<file path="src/logic/ulpirr_defines.svh">
`ifndef ULPIRR_DEFINES_SVH
`define ULPIRR_DEFINES_SVH

// ============================================================
// Bus widths
`define ULPIRR_W 8
`define ULPIRR_SW 6

// ============================================================
// Command byte layout and codes
`define ULPIRR_CMD_MSB 7
`define ULPIRR_CMD_LSB 6
`define ULPIRR_ADR_MSB 5
`define ULPIRR_ADR_LSB 0
`define ULPIRR_CMD_READ 2'h3
`define ULPIRR_EXT_ESC 6'h2F
`define ULPIRR_IDLE_CMD 8'h00

// ============================================================
// Receive command byte layout
`define ULPIRR_LS_MSB 1
`define ULPIRR_LS_LSB 0
`define ULPIRR_VB_MSB 3
`define ULPIRR_VB_LSB 2
`define ULPIRR_EV_MSB 5
`define ULPIRR_EV_LSB 4
`define ULPIRR_ID_BIT 6
`define ULPIRR_ALT_BIT 7

// ============================================================
// Receive command codes
`define ULPIRR_VB_LOW 2'h0
`define ULPIRR_VB_SESS 2'h1
`define ULPIRR_VB_SVLD 2'h2
`define ULPIRR_VB_VVLD 2'h3
`define ULPIRR_EV_IDLE 2'h0
`define ULPIRR_EV_ACT 2'h1
`define ULPIRR_EV_DISC 2'h2
`define ULPIRR_EV_ERR 2'h3

// ============================================================
// Positions in the synchronised status vector
`define ULPIRR_S_LS_MSB 1
`define ULPIRR_S_LS_LSB 0
`define ULPIRR_S_SEND 2
`define ULPIRR_S_SVLD 3
`define ULPIRR_S_VVLD 4
`define ULPIRR_S_ID 5

`endif

</file>
<file path="src/logic/ulpirr_pkg.sv">
package ulpirr_pkg;

`include "ulpirr_defines.svh"

// ============================================================
// Carriers
typedef struct packed {
	logic idPin;
	logic vbusVld;
	logic sessVld;
	logic sessEnd;
	logic [1:0] lineState;
} ulpirr_status_s;

typedef struct packed {
	logic rxActive;
	logic rxError;
	logic hostDisc;
	logic altInt;
} ulpirr_rxev_s;

// ============================================================
// State
typedef enum logic [3:0] {
	ST_BOOT,
	ST_IDLE,
	ST_CMD,
	ST_ACK,
	ST_EXTA,
	ST_TURN,
	ST_DATA,
	ST_BACK,
	ST_RXC_TURN,
	ST_RXC_SEND,
	ST_RX_TURN,
	ST_RX
} ulpirr_state_e;

typedef struct packed {
	ulpirr_state_e state;
	logic [`ULPIRR_W-1:0] dataOut;
	logic [`ULPIRR_W-1:0] addr;
	logic ext;
	logic nxt;
	logic pending;
	logic bootPend;
} ulpirr_core_s;

typedef struct packed {
	logic [`ULPIRR_SW-1:0] s1;
	logic [`ULPIRR_SW-1:0] s2;
	logic [`ULPIRR_SW-1:0] s3;
	logic [`ULPIRR_SW-1:0] stable;
} ulpirr_sync_s;

endpackage

</file>
<file path="src/logic/ulpirr_core.sv">
`timescale 1ns/100ps
`include "ulpirr_defines.svh"

module ulpirr_core (
	// Clock and reset
	input wire logic clk,
	input wire logic rstn,
	input wire logic ce,
	// Interface pins
	input wire logic stp,
	output logic dir,
	output logic nxt,
	input wire logic [`ULPIRR_W-1:0] dataIn,
	output logic [`ULPIRR_W-1:0] dataOut,
	output logic dataOeN,
	// Start-up and mode exit
	input wire logic clkStable,
	input wire logic asyncExit,
	// Status pins, asynchronous
	input wire ulpirr_pkg::ulpirr_status_s statusPins,
	// Receive path
	input wire ulpirr_pkg::ulpirr_rxev_s rxEvents,
	input wire logic rxByteValid,
	input wire logic [`ULPIRR_W-1:0] rxByte,
	// Transmit path
	input wire logic txActive,
	input wire logic txHs,
	// Register file read port
	output logic regRd,
	output logic regExt,
	output logic [`ULPIRR_W-1:0] regAddr,
	input wire logic [`ULPIRR_W-1:0] regRdData
);

	ulpirr_pkg::ulpirr_core_s q;
	ulpirr_pkg::ulpirr_core_s d;
	logic [`ULPIRR_W-1:0] statusByte;
	logic statusChg;
	logic cmdRead;
	logic cmdExt;
	logic txBlock;
	logic pendSet;
	logic pendClr;
	logic busIdle;

	// ============================================================
	// Status synchronisation and encoding
	ulpirr_status_enc u_enc (
		.clk(clk),
		.rstn(rstn),
		.ce(ce),
		.statusPins(statusPins),
		.rxEvents(rxEvents),
		.statusByte(statusByte),
		.statusChg(statusChg)
	);

	// ============================================================
	// Decodes
	assign cmdRead = (dataIn[`ULPIRR_CMD_MSB:`ULPIRR_CMD_LSB] ==
		`ULPIRR_CMD_READ);
	assign cmdExt = (dataIn[`ULPIRR_ADR_MSB:`ULPIRR_ADR_LSB] ==
		`ULPIRR_EXT_ESC);
	// High speed holds status until the packet ends; others until stop.
	assign txBlock = txActive && (txHs || !stp);
	assign busIdle = (dataIn == `ULPIRR_IDLE_CMD);

	// ============================================================
	// Pin outputs
	always_comb begin
		case (q.state)
			ulpirr_pkg::ST_BOOT,
			ulpirr_pkg::ST_TURN,
			ulpirr_pkg::ST_DATA,
			ulpirr_pkg::ST_RXC_TURN,
			ulpirr_pkg::ST_RXC_SEND,
			ulpirr_pkg::ST_RX_TURN,
			ulpirr_pkg::ST_RX: begin
				dir = 1'b1;
			end
			default: begin
				dir = 1'b0;
			end
		endcase
		case (q.state)
			ulpirr_pkg::ST_DATA,
			ulpirr_pkg::ST_RXC_SEND,
			ulpirr_pkg::ST_RX: begin
				dataOeN = 1'b0;
			end
			default: begin
				dataOeN = 1'b1;
			end
		endcase
	end

	assign nxt = q.nxt;
	assign dataOut = q.dataOut;
	assign regAddr = q.addr;
	assign regExt = q.ext;
	assign regRd = (q.state == ulpirr_pkg::ST_TURN);

	// ============================================================
	// Pending status byte: a new event wins over the clear
	assign pendSet = statusChg ||
		(q.bootPend && q.state == ulpirr_pkg::ST_IDLE && !stp);

	always_comb begin
		d = q;
		pendClr = 1'b0;
		d.nxt = 1'b0;
		if (asyncExit) begin
			d.bootPend = 1'b1;
		end else if (pendSet && !statusChg) begin
			d.bootPend = 1'b0;
		end
		case (q.state)
			ulpirr_pkg::ST_BOOT: begin
				if (clkStable) begin
					d.state = ulpirr_pkg::ST_BACK;
				end
			end
			ulpirr_pkg::ST_IDLE: begin
				if (rxEvents.rxActive) begin
					d.nxt = 1'b1;
					d.state = ulpirr_pkg::ST_RX_TURN;
				end else if (cmdRead) begin
					d.state = ulpirr_pkg::ST_CMD;
				end else if (q.pending && !txBlock && busIdle) begin
					d.state = ulpirr_pkg::ST_RXC_TURN;
				end
			end
			ulpirr_pkg::ST_CMD: begin
				d.nxt = 1'b1;
				d.state = ulpirr_pkg::ST_ACK;
			end
			ulpirr_pkg::ST_ACK: begin
				d.ext = cmdExt;
				d.addr = `ULPIRR_W'(dataIn[`ULPIRR_ADR_MSB:`ULPIRR_ADR_LSB]);
				if (cmdExt) begin
					d.nxt = 1'b1;
					d.state = ulpirr_pkg::ST_EXTA;
				end else begin
					d.state = ulpirr_pkg::ST_TURN;
				end
			end
			ulpirr_pkg::ST_EXTA: begin
				d.addr = dataIn;
				d.state = ulpirr_pkg::ST_TURN;
			end
			ulpirr_pkg::ST_TURN: begin
				d.dataOut = regRdData;
				d.state = ulpirr_pkg::ST_DATA;
			end
			ulpirr_pkg::ST_DATA: begin
				d.dataOut = `ULPIRR_IDLE_CMD;
				d.state = ulpirr_pkg::ST_BACK;
			end
			ulpirr_pkg::ST_BACK: begin
				// The bus is not looked at in this turnaround cycle.
				d.state = ulpirr_pkg::ST_IDLE;
			end
			ulpirr_pkg::ST_RXC_TURN: begin
				d.dataOut = statusByte;
				pendClr = 1'b1;
				d.state = ulpirr_pkg::ST_RXC_SEND;
			end
			ulpirr_pkg::ST_RXC_SEND: begin
				if (rxEvents.rxActive) begin
					d.nxt = 1'b1;
					d.dataOut = `ULPIRR_IDLE_CMD;
					d.state = ulpirr_pkg::ST_RX;
				end else if (q.pending) begin
					d.dataOut = statusByte;
					pendClr = 1'b1;
				end else begin
					d.dataOut = `ULPIRR_IDLE_CMD;
					d.state = ulpirr_pkg::ST_BACK;
				end
			end
			ulpirr_pkg::ST_RX_TURN,
			ulpirr_pkg::ST_RX: begin
				if (!rxEvents.rxActive) begin
					d.dataOut = statusByte;
					pendClr = 1'b1;
					d.state = ulpirr_pkg::ST_RXC_SEND;
				end else if (rxByteValid) begin
					d.nxt = 1'b1;
					d.dataOut = rxByte;
					d.state = ulpirr_pkg::ST_RX;
				end else begin
					d.dataOut = statusByte;
					pendClr = 1'b1;
					d.state = ulpirr_pkg::ST_RX;
				end
			end
			default: begin
				d.state = ulpirr_pkg::ST_IDLE;
			end
		endcase
		d.pending = (q.pending && !pendClr) || pendSet;
	end

	// All state moves on the rising edge only.
	always_ff @(posedge clk) begin
		if (!rstn) begin
			q <= '0;
			q.state <= ulpirr_pkg::ST_BOOT;
			q.bootPend <= 1'b1;
		end else if (ce) begin
			q <= d;
		end
	end

	// ============================================================
	// Checks
	a_nxt_ack: assert property (
		@(posedge clk) disable iff (!rstn || !ce)
		(q.state == ulpirr_pkg::ST_IDLE && cmdRead &&
		!rxEvents.rxActive) |=> !nxt ##1 nxt)
		else $error("Next not raised one cycle after the read command.");

	a_dir_take: assert property (
		@(posedge clk) disable iff (!rstn || !ce)
		(q.state == ulpirr_pkg::ST_ACK && !cmdExt) |=>
		(dir && !nxt && dataOeN))
		else $error("Direction not taken with next dropped.");

	a_read_data: assert property (
		@(posedge clk) disable iff (!rstn || !ce)
		regRd |=> (dir && !dataOeN && dataOut == $past(regRdData))
		##1 !dir)
		else $error("Register data not driven for one cycle.");

	a_ext_seq: assert property (
		@(posedge clk) disable iff (!rstn || !ce)
		(q.state == ulpirr_pkg::ST_ACK && cmdExt) |=> nxt && !dir
		##1 (dir && !nxt && regAddr == $past(dataIn))
		##1 (dir && !dataOeN) ##1 !dir)
		else $error("Extended read sequence broken.");

	a_rxc_fresh: assert property (
		@(posedge clk) disable iff (!rstn || !ce)
		($rose(dir) && q.state == ulpirr_pkg::ST_RXC_TURN) |=>
		(!dataOeN && !nxt && dataOut == $past(statusByte)))
		else $error("Status byte not current when sent.");

	a_rx_status: assert property (
		@(posedge clk) disable iff (!rstn || !ce)
		(q.state == ulpirr_pkg::ST_RX && rxEvents.rxActive &&
		!rxByteValid) |=> (dir && !nxt && dataOut == $past(statusByte)))
		else $error("No status byte in a receive gap.");

	a_hs_hold: assert property (
		@(posedge clk) disable iff (!rstn || !ce)
		(q.state == ulpirr_pkg::ST_IDLE && txActive && txHs &&
		!rxEvents.rxActive) |=> !dir)
		else $error("Status byte sent during high speed transmit.");

	a_turn_quiet: assert property (
		@(posedge clk) disable iff (!rstn || !ce)
		($rose(dir) || $fell(dir)) |-> dataOeN)
		else $error("Data driven in a turnaround cycle.");

	a_boot_status: assert property (
		@(posedge clk) disable iff (!rstn || !ce)
		(q.bootPend && !q.pending && !stp &&
		q.state == ulpirr_pkg::ST_IDLE && !rxEvents.rxActive &&
		!cmdRead && busIdle && !txActive)
		|=> ##2 (dir && !dataOeN))
		else $error("No status byte after start-up.");

	a_event_kept: assert property (
		@(posedge clk) disable iff (!rstn || !ce)
		statusChg |=> q.pending)
		else $error("Status change lost.");

	a_imm_addr: assert property (
		@(posedge clk) disable iff (!rstn || !ce)
		(q.state == ulpirr_pkg::ST_ACK && !cmdExt) |=>
		(regRd && !regExt &&
		regAddr[`ULPIRR_W-1:`ULPIRR_CMD_LSB] == '0 &&
		regAddr[`ULPIRR_ADR_MSB:`ULPIRR_ADR_LSB] ==
		$past(dataIn[`ULPIRR_ADR_MSB:`ULPIRR_ADR_LSB])))
		else $error("Immediate register address not captured.");

	a_rx_take: assert property (
		@(posedge clk) disable iff (!rstn || !ce)
		(q.state == ulpirr_pkg::ST_IDLE && rxEvents.rxActive) |=>
		(dir && nxt && dataOeN))
		else $error("Receive turnaround not signalled.");

	a_rx_byte: assert property (
		@(posedge clk) disable iff (!rstn || !ce)
		(q.state == ulpirr_pkg::ST_RX && rxEvents.rxActive &&
		rxByteValid) |=> (dir && nxt && !dataOeN &&
		dataOut == $past(rxByte)))
		else $error("Received byte not passed with next.");

	a_rx_end: assert property (
		@(posedge clk) disable iff (!rstn || !ce)
		(q.state == ulpirr_pkg::ST_RX && !rxEvents.rxActive) |=>
		(dir && !nxt && !dataOeN && dataOut == $past(statusByte)))
		else $error("No closing status byte after receive.");

	a_turn_back: assert property (
		@(posedge clk) disable iff (!rstn || !ce)
		$fell(dir) |=> (q.state == ulpirr_pkg::ST_IDLE))
		else $error("Turnaround after release not one cycle.");

	a_fs_hold: assert property (
		@(posedge clk) disable iff (!rstn || !ce)
		(q.state == ulpirr_pkg::ST_IDLE && txActive && !txHs &&
		!stp && !rxEvents.rxActive) |=> !dir)
		else $error("Status byte sent in transmit before stop.");

	a_rd_single: assert property (
		@(posedge clk) disable iff (!rstn || !ce)
		regRd |=> !regRd)
		else $error("Register read strobe longer than one cycle.");

endmodule

</file>
<file path="src/logic/ulpirr_status_enc.sv">
`timescale 1ns/100ps
`include "ulpirr_defines.svh"

module ulpirr_status_enc (
	// Clock and reset
	input wire logic clk,
	input wire logic rstn,
	input wire logic ce,
	// Status pins, asynchronous
	input wire ulpirr_pkg::ulpirr_status_s statusPins,
	// Receive events on this clock
	input wire ulpirr_pkg::ulpirr_rxev_s rxEvents,
	// Encoded status
	output logic [`ULPIRR_W-1:0] statusByte,
	output logic statusChg
);

	ulpirr_pkg::ulpirr_sync_s st_q;
	ulpirr_pkg::ulpirr_sync_s st_d;
	logic [`ULPIRR_SW-1:0] agreed;
	logic [1:0] vbCode;
	logic [1:0] evCode;

	// ============================================================
	// Synchroniser: a change counts once stages two and three agree
	genvar i;
	generate
		for (i = 0; i < `ULPIRR_SW; i++) begin : g_agree
			assign agreed[i] = (st_q.s2[i] == st_q.s3[i]) ?
				st_q.s3[i] : st_q.stable[i];
		end
	endgenerate

	always_comb begin
		st_d = st_q;
		st_d.s1 = statusPins;
		st_d.s2 = st_q.s1;
		st_d.s3 = st_q.s2;
		st_d.stable = agreed;
	end

	always_ff @(posedge clk) begin
		if (!rstn) begin
			st_q <= '0;
		end else if (ce) begin
			st_q <= st_d;
		end
	end

	assign statusChg = (agreed != st_q.stable);

	// ============================================================
	// Encoding of the receive command byte
	always_comb begin
		if (st_q.stable[`ULPIRR_S_VVLD]) begin
			vbCode = `ULPIRR_VB_VVLD;
		end else if (st_q.stable[`ULPIRR_S_SVLD]) begin
			vbCode = `ULPIRR_VB_SVLD;
		end else if (st_q.stable[`ULPIRR_S_SEND]) begin
			vbCode = `ULPIRR_VB_LOW;
		end else begin
			vbCode = `ULPIRR_VB_SESS;
		end
		if (rxEvents.hostDisc) begin
			evCode = `ULPIRR_EV_DISC;
		end else if (rxEvents.rxActive && rxEvents.rxError) begin
			evCode = `ULPIRR_EV_ERR;
		end else if (rxEvents.rxActive) begin
			evCode = `ULPIRR_EV_ACT;
		end else begin
			evCode = `ULPIRR_EV_IDLE;
		end
		statusByte = '0;
		statusByte[`ULPIRR_LS_MSB:`ULPIRR_LS_LSB] =
			st_q.stable[`ULPIRR_S_LS_MSB:`ULPIRR_S_LS_LSB];
		statusByte[`ULPIRR_VB_MSB:`ULPIRR_VB_LSB] = vbCode;
		statusByte[`ULPIRR_EV_MSB:`ULPIRR_EV_LSB] = evCode;
		statusByte[`ULPIRR_ID_BIT] = st_q.stable[`ULPIRR_S_ID];
		statusByte[`ULPIRR_ALT_BIT] = rxEvents.altInt;
	end

	a_vbus_code: assert property (
		@(posedge clk) disable iff (!rstn)
		st_q.stable[`ULPIRR_S_VVLD] |->
		statusByte[`ULPIRR_VB_MSB:`ULPIRR_VB_LSB] == `ULPIRR_VB_VVLD)
		else $error("VBUS code wrong above VBUS valid.");

	a_disc_code: assert property (
		@(posedge clk) disable iff (!rstn)
		rxEvents.hostDisc |->
		statusByte[`ULPIRR_EV_MSB:`ULPIRR_EV_LSB] == `ULPIRR_EV_DISC)
		else $error("Host disconnect not encoded.");

endmodule

</file>
<file path="config.mk">
export PLATFORM = sky130hd
export DESIGN_NAME = ulpirr_core
export DESIGN_NICKNAME = d
export VERILOG_FILES = /design/src/logic/ulpirr_pkg.sv /design/src/logic/ulpirr_core.sv /design/src/logic/ulpirr_status_enc.sv
export VERILOG_INCLUDE_DIRS = /design/src /design/src/logic
export SDC_FILE = /design/constraint.sdc
export NUM_CORES = 1
export LEC_CHECK = 0
export BUFFER_PORTS_ARGS = -buffer_cell sky130_fd_sc_hd__buf_2
export CORE_UTILIZATION = 40
export CTS_CLUSTER_DIAMETER = 100
export DETAILED_ROUTE_END_ITERATION = 8
export HOLD_SLACK_MARGIN = 0.15
export PLACE_DENSITY = 0.67
export SETUP_SLACK_MARGIN = 0.05
export SLEW_MARGIN = 20
export SYNTH_ARGS = -nofsm -noshare
export SYNTH_HDL_FRONTEND = slang
export SYNTH_SLANG_ARGS = --single-unit
</file>
<file path="constraint.sdc">
create_clock -name clk -period 1.48 [get_ports clk]
set_clock_uncertainty 0.05 [all_clocks]
set_input_delay 0.222 -clock clk [delete_from_list [all_inputs] [get_ports clk]]
set_output_delay 0.222 -clock clk [all_outputs]
set_load 0.05 [all_outputs]
</file>
# Yosys cells after proc, flatten, opt, wreduce, memory -nomap -nowiden
# Index checks and enable logic that the tools add are counted.
# totals
register_bits	48
latchBits	0
ram_bits	0
romBits	0
in_bits	43
out_inout_bits	21
wordCells	101
mem_count	0
# classes
n_addsub	0
multipliers	0
div_mod_pow	0
order_cmp	0
eq_ne	22
n_shift	0
n_mux	39
bitwise_logic	0
reduce_logical	29
# op_table
operator	n
$pmux 4 s10	1
$pmux 8 s5	1
$mux 12	2
$mux 1	21
$mux 4	5
$eq 4x4->1 const B	4
$mux 8	2
$pmux 8 s2	1
$eq 4x3->1 const B	3
$eq 4x2->1 const B	2
$logic_and 1x1->1	8
$logic_not 8->1	1
$mux 2	4
$reduce_and 2->1	4
$reduce_or 7->1	1
$eq 1x1->1	6
$eq 6x6->1 const B	1
$ne 6x6->1	1
$reduce_bool 5->1	1
$eq 4x1->1 const B	1
$logic_not 1->1	4
$logic_not 4->1	1
$ne 4x3->1 const B	1
$pmux 1 s4	1
9 further kinds	13

# Logic depth before layout (Yosys ltp)
# Gate-level depths: netlist of the first run.
# depth
ltp_word	10
mapped_depth	7

# Hierarchy
# From an unflattened synthesis of the first run, not the netlist that was laid out.
# unflattened
cells_unflattened	307
area_unflattened_um2	2757.6
# modules_own_cells
module	n_inst	cells_each	area_per_inst_um2
ulpirr_core	1	186	1614.0
ulpirr_status_enc	1	121	1143.6

# Worst setup path after synthesis of the first run
# Ideal clock, no wire load.
# synth_timing
path_type	reg-to-output
start	reg q[20] in the netlist's numbering
end	out regRd
arrival_time_ps	2033
t_required_ps	1208
setup_slack_ps	-825
path_stages_with_launch	5
path_buffers	2
cell_sequence	dfxtp_1 buf_2 buf_1 nand2_1 nor3b_1
# synth_between
elab_chain_cells	1
# synth_rtl
element	line_no	text
from (decl)	ulpirr_core.sv:35	ulpirr_pkg::ulpirr_core_s q;
$eq 4x3->1	ulpirr_core.sv:101	assign regRd = (q.state == ulpirr_pkg::ST_TURN);
to (decl)	ulpirr_core.sv:29	output logic regRd,
# No other way between the ends.

# Worst setup path in the final report of the first run
# layout_timing
start	reg q[23] in the netlist's numbering
end	out dataOeN
# layout_between
elab_chain_cells	3
elab_cells_between_ends	5
cone_classes	eq/ne (3); mux (1); reduce/logical (1)
# layout_rtl
element	line_no	text
$eq 4x4->1 or $eq 4x3->1 (tied branches)	ulpirr_core.sv:85	case (q.state)
$reduce_or 3->1 (*)	ulpirr_core.sv:85	
$mux 1 (*)	ulpirr_core.sv:85	
to (decl)	ulpirr_core.sv:15	output logic dataOeN,
# Every way passes the cells marked *; elsewhere a longest branch is shown, timed or not.

==> impl_metrics.toml, run 1 <==
[status]
status = "complete, but fails checks"
violations = "negative setup slack"

[floorplan]
die_h_um = 83.3
die-area_mm2 = 0.00694
initial_utilization_pct = 41.7
ios = 64
core_area_mm2 = 0.00635
rows = 29
dieWidth_um = 83.3

[clock_network]
htree_levels = 2
clock-root-buffer = "clkbuf_8"
cts_buffer_depth = 2
cts_buffers = 5
cts_num_sinks = 48
cts_tree = "done"
clock_latency_ps = 300
path_clk_slew_ps = 90

[sta]
setup_slack_ps = -190
fin_crit_sh_pct = 113
finalHoldViolations = 0
holdWs_ps = 186
rsz0062_at_grt = "yes"
setup_viol = 24
period_needed_ps = 1670
fmax_mhz = 599
maxSlewHeadroom_pct = 71.3
drv_slew = 0
worst_pin_slew_ps = 430

[routing]
drc_errors = 0
drt_iter0_drc = 109
firstDrtPassIters = 4
routed_wl_um = 7140
detail_route.wl_per_cell_um = 14.6
detail-route-antenna-nets = 0
vias = 2618
vias_per_cell = 5.35

[synthesis]
synthesis.area_mm2 = 0.00265
yosysUniqueCellTypes = 54
syn_avg_cell_area_um2 = 8.54
ys_warn_count = 0
syn_inst = 310
synth-edff-count = 0
synthArstFlopShare_pct = 0
synth_seq_cells = 48
ys.flop_type = "dfxtp_1"
ys_seq_area_share_pct = 36.3
synth_nets = 353

[worst_setup_path]
reg2reg_slack_ps = -140
rr_startpoint = "q[21]$_SDFFE_PN0P_"
crit_arrival_ps = 1400
worstRegToRegCells = 8
startpoint_type = "register"
cp.required_ps = 1210
timing.rr.end = "dataOut[0]$_SDFFE_PN0P_"
end_kind = "primary output"
crit_type = "register to primary output"
critPathMaxFanout = 4

[worst_hold_path]
hold_depth = 3
whs_endpoint = "regAddr[4]$_SDFFE_PN0P_"
hp-start = "dataIn[4]"
hp-class = "input pin to register"

[grt]
grt_overflow = 0
grt_max_degree = 28
grt_pass1_vias = 2460
antenna_found_initial = 0
grtUsageTotal_pct = 19.9
grt_first_pass_wirelength_um = 11500

[power]
power.density_mw_per_mm2 = 1150
p_int_mw = 3.00
p_sw_share_pct = 34.9
p_leak_nw = 1.75
peakVddDrop_v = 0.000915
combPwrFrac_pct = 41.9
p_switching_mw = 1.61
p_seq_share_pct = 33.1
clkPwrFrac_pct = 25.0
total_power_mw = 4.61

[placed_design]
io_buffers = 63
gp_congestion = 0.894
post-place-ws_ps = -259
dp_hpwl_um = 4690

[layout]
fin_nets = 454
area_growth_pct = 51.3
diodes = 0
drive_above_1_share_pct = 48.5
fin_util_pct = 63.0

[job]
cap_violations = 0
-- worst max-delay path, cell delays in order, from the launching register on --
cell and delay, ps:
dfxtp_4 370, buf_6 120, nand4bb_4 220, buf_6 140, o21a_1 100, buf_6 150
-- cell type report --
cell class,instances,area (µm²)
fill,516,2350
multi-input combinational,224,1860
sequential,48,980
timing repair buffer,128,913
tap,77,96.3
clock buffer,5,68.8
clock inverter,3,68.8
inverter,4,15.0
-- state kept, by name (all words and copies together) (netlist names) --
name,cells
dataOut,8
regExt,1
q,6
nxt,1
u_enc.statusByte,3
u_enc.st_d,12
regAddr,8
u_enc.st_q,9
-- worst max-delay path by stage --
stage / start / end / cells after the start
floorplan: txHs / q[22]$_SDFFE_PN0P_ / 5
global placement: txHs / q[22]$_SDFFE_PN0P_ / 6
detailed placement: txHs / q[22]$_SDFFE_PN0P_ / 6
CTS: q[23]$_SDFFE_PN0P_ / dataOeN / 5
global route: q[23]$_SDFFE_PN0P_ / regAddr[3]$_SDFFE_PN0P_ / 7
finish: q[23]$_SDFFE_PN0P_ / dataOeN / 5
-- stage by stage --
stage | instances | cell area, µm² | TNS, ps
5_1_grt | 489 | 4000 | -4720
3_5_place_dp | 458 | 3240 | -2450
3_3_place_gp | 458 | 3240 | -1730
6_report | 489 | 4000 | -2590
2_1_floorplan | 310 | 2720 | 0
4_1_cts | 481 | 3720 | -1940
-- synth_stat cells (2+ instances only) --
cell	n	area share [%]
o21ai_1	4	0.76
o21bai_1	3	0.85
and3b_1	2	0.66
a31oi_1	3	0.71
o21ai_0	9	1.7
a21o_1	7	2.0
buf_4	17	4.8
and4_1	2	0.66
nor3b_1	4	1.1
clkbuf_1	11	1.6
buf_2	5	0.95
a21oi_1	12	2.3
nand2_1	30	4.3
nand2b_1	6	1.4
dfxtp_1	48	36
xnor2_1	2	0.66
mux2i_1	25	9.5
o22ai_1	2	0.47
nor3_1	9	1.7
nor2b_1	30	7.1
nand3_1	4	0.76
inv_1	3	0.43
nor2_1	18	2.6
a22oi_1	2	0.57
a21boi_0	7	2.0
nor4b_1	9	3.0
a221oi_1	7	2.3
o211ai_1	3	0.85
-- per-layer routing --
layer	wire (µm)	share of wire [%]	GRT usage, %	vias up
li1	-	-	-	1292
met1	3350	47	26.8	1256
met2	3450	48	32.3	62
met3	271	3.8	3.98	8
met4	77	1.1	5.80	0
met5	0	0	0	-
-- cells by family (layout without fill, tap and decap cells) --
kind of cell,after synthesis,after routing,synth area share [%]
AO/OA/AOI/OAI,71,71,18.8
XOR/XNOR,2,2,0.662
buffers and inverters,38,140,8.04
flip-flops,48,48,36.3
multiplexers,25,25,9.46
AND/OR/NAND/NOR,126,126,26.8
-- power by group through the flow --
| stage | Sequential, mW | Clock (mW) | Combinational [mW] |
|---|---|---|---|
| floorplan | 1.50 | 0 | 1.05 |
| global placement | 1.51 | 0 | 1.43 |
| detailed placement | 1.51 | 0 | 1.44 |
| CTS | 1.52 | 1.16 | 1.68 |
| global route | 1.54 | 1.22 | 2.05 |
| finish | 1.53 | 1.15 | 1.93 |
-- what timing repair did --
item | in CTS | in global routing
hold endpoints to repair | 8 | 0
buffers inserted | 8 | 8
gates resized for setup | 48 | 42
hold buffers | 8 | 0
gates cloned | 0 | 0
endpoints found under the setup margin | 25 | 26
pin swaps | 13 | 16
-- placed cells by master, fill, tap and decap left out, types with 4 or more instances in the layout --
cell type,instances
nor4b_2,8
nor2_2,4
clkbuf_8,5
dfxtp_4,4
nand2_1,25
a21boi_0,7
buf_2,60
nor2_1,14
buf_4,46
a21oi_1,9
nor3_1,5
buf_6,10
a221oi_2,6
dfxtp_1,41
nor3_2,4
dlygate4sd3_1,8
nor2b_1,28
a21o_1,7
mux2i_1,25
o21ai_0,9
Power figures use the tool's default switching activity.
==> inputs of run 2 (changes only) <==
Settings changed: CAP_MARGIN set to 5, CTS_BUF_LIST set to sky130_fd_sc_hd__clkbuf_16, MAX_ROUTING_LAYER set to met4.
==> run 2 against run 1 <==
Against the previous run: the flow still finishes with violations (negative setup slack); largest cell class unchanged; utilization increased by 2.3 points; highest routed layer unchanged; sequential power about the same; critical path type unchanged; first-iteration DRC count increased by 17%.
==> impl_metrics.toml, run 2 (synthesis results as in run 1) <==
[worst_setup_path]
startpoint_type = "register"
path_cells = "buf_12 > nand4bb_4 > buf_6 > o21a_1 > buf_6"
path_delay_family = "buffers and inverters"
critPathMaxStageDelay_ps = 330
critPathMaxFanout = 8
crit_type = "register to primary output"
worstRegToRegCells = 6
critPathLaunch = "q[20]$_SDFFE_PN0P_"
reg2reg_slack_ps = -160
cpMostUsedCell = "buf_6"
slowest_stage = "dfxtp_2"
rr_startpoint = "q[20]$_SDFFE_PN0P_"
critPathBufInv = 3
end_kind = "primary output"
cp.required_ps = 1210
timing.rr.end = "q[23]$_SDFFE_PN0P_"
crit_arrival_ps = 1390

[floorplan]
core_area_mm2 = 0.00635
rows = 29
die_h_um = 83.3
dieWidth_um = 83.3
initial_utilization_pct = 41.7
die-area_mm2 = 0.00694
ios = 64

[clock_network]
cts_buffers = 5
clock-root-buffer = "clkbuf_16"
htree_levels = 2
path_clk_slew_ps = 70
cts_buffer_depth = 2
cts_tree = "done"
clock_latency_ps = 290
cts_num_sinks = 48

[layout]
drive_above_1_share_pct = 50.0
largest_register_ffs = 12
fill_cells = 488
diodes = 0
layout.cells.non_filler = 491
area_growth_pct = 56.8
fin_nets = 456
layout_common_cells = "buf_2, buf_4, dfxtp_1"
mostFrequentLayoutCell = "buf_2"
final_area_mm2 = 0.00415

[sta]
finalHoldViolations = 0
holdWs_ps = 150
worst_pin_slew_ps = 446
rsz0062_at_grt = "yes"
maxSlewHeadroom_pct = 70.2
setup_slack_ps = -184
period_needed_ps = 1660
fmax_mhz = 601
drv_slew = 0
fin_crit_sh_pct = 112
setup_viol = 24

[placed_design]
postPlaceCellArea_mm2 = 0.00324
io_buffers = 63
place_inst = 458
post-place-ws_ps = -259
dp_hpwl_um = 4690
gp_congestion = 0.909

[grt]
grt_pass1_vias = 2544
grtUsageTotal_pct = 21.6
grt_first_pass_wirelength_um = 11900
grt_max_degree = 28
antenna_found_initial = 0
grt_overflow = 0

[status]
status = "complete, but fails checks"
violations = "negative setup slack"

[job]
cap_violations = 0

[power]
power.density_mw_per_mm2 = 1220
p_leak_nw = 1.80
peakVddDrop_v = 0.000953

[routing]
route.met3.wl_um = 348
detail-route-antenna-nets = 0
vias_per_cell = 5.49
m1WireLength_um = 3420
drc_errors = 0
vias = 2695
firstDrtPassIters = 5
dr_wl_met2_um = 3850
detail_route.wl_per_cell_um = 15.9
drt_iter0_drc = 127
routed_wl_um = 7820
top_layer_used = "met4"

[worst_hold_path]
hp-start = "statusPins[4]"
hold_depth = 3
whs_endpoint = "u_enc.st_d[16]$_SDFFE_PN0P_"
hp-class = "input pin to register"
==> run 2: cell count changes in the layout (fill, tap and decap cells not counted), moves of 2 or more <==
cell       delta
nor2_2        -2
clkbuf_16     +5
clkbuf_8      -5
dfxtp_1       -2
a221oi_2      -3
nor2_4        +2
buf_6         +2
a221oi_4      +3
dfxtp_2       +3
==> run 2: per-layer routing <==
metal | GRT usage (%) | vias to the layer above
met5 | - | -
met4 | 8.78 | 0
met3 | 3.88 | 17
met2 | 34.4 | 89
met1 | 27.1 | 1281
li1 | - | 1308
==> run 2: layout make-up <==
class                           count  area, µm²  area share (%)
Clock buffer                        5        125            3.01
Clock inverter                      3       68.8            1.66
Inverter                            4       15.0           0.362
Multi-Input combinational cell    224       1930            46.5
Sequential cell                    48        980            23.6
Tap cell                           77       96.3            2.32
Timing Repair Buffer              130        933            22.5
==> run 2: timing repair <==
action                                  CTS  global route
gates resized for setup                  66            36
buffers inserted                         12             9
hold buffers                              7             0
endpoints found under the setup margin   25            26
hold endpoints to repair                  7             0
pin swaps                                15            21
==> run 2: worst max path at each step <==
stage          depth (start not counted)                  to
6_report                               5             dataOeN
3_3_place_gp                           6  q[22]$_SDFFE_PN0P_
3_5_place_dp                           6  q[22]$_SDFFE_PN0P_
5_1_grt                                5             dataOeN
2_1_floorplan                          5  q[22]$_SDFFE_PN0P_
4_1_cts                                5             dataOeN
==> run 2: worst register-to-register path, stage by stage (launching register included) <==
cell,delay (ps)
dfxtp_2,330
buf_12,130
buf_4,130
and4_4,190
a211o_4,300
or2_4,280
o22ai_1,160
==> run 2: through the flow <==
step | TNS, ps | utilization (%) | power (mW)
global route | -3650 | 65.4 | 5.24
floorplan | 0 | - | 2.55
detailed placement | -2450 | 51.1 | 2.96
finish | -2190 | 65.4 | 5.06
CTS | -815 | 61.0 | 4.79
global placement | -1730 | 51.1 | 2.94
==> run 2: power breakdown <==
| group | internal (mW) | switching [mW] |
|---|---|---|
| clock network | 0.974 | 0.506 |
| logic | 0.961 | 1.11 |
| registers | 1.41 | 0.0999 |
| total | 3.34 | 1.71 |
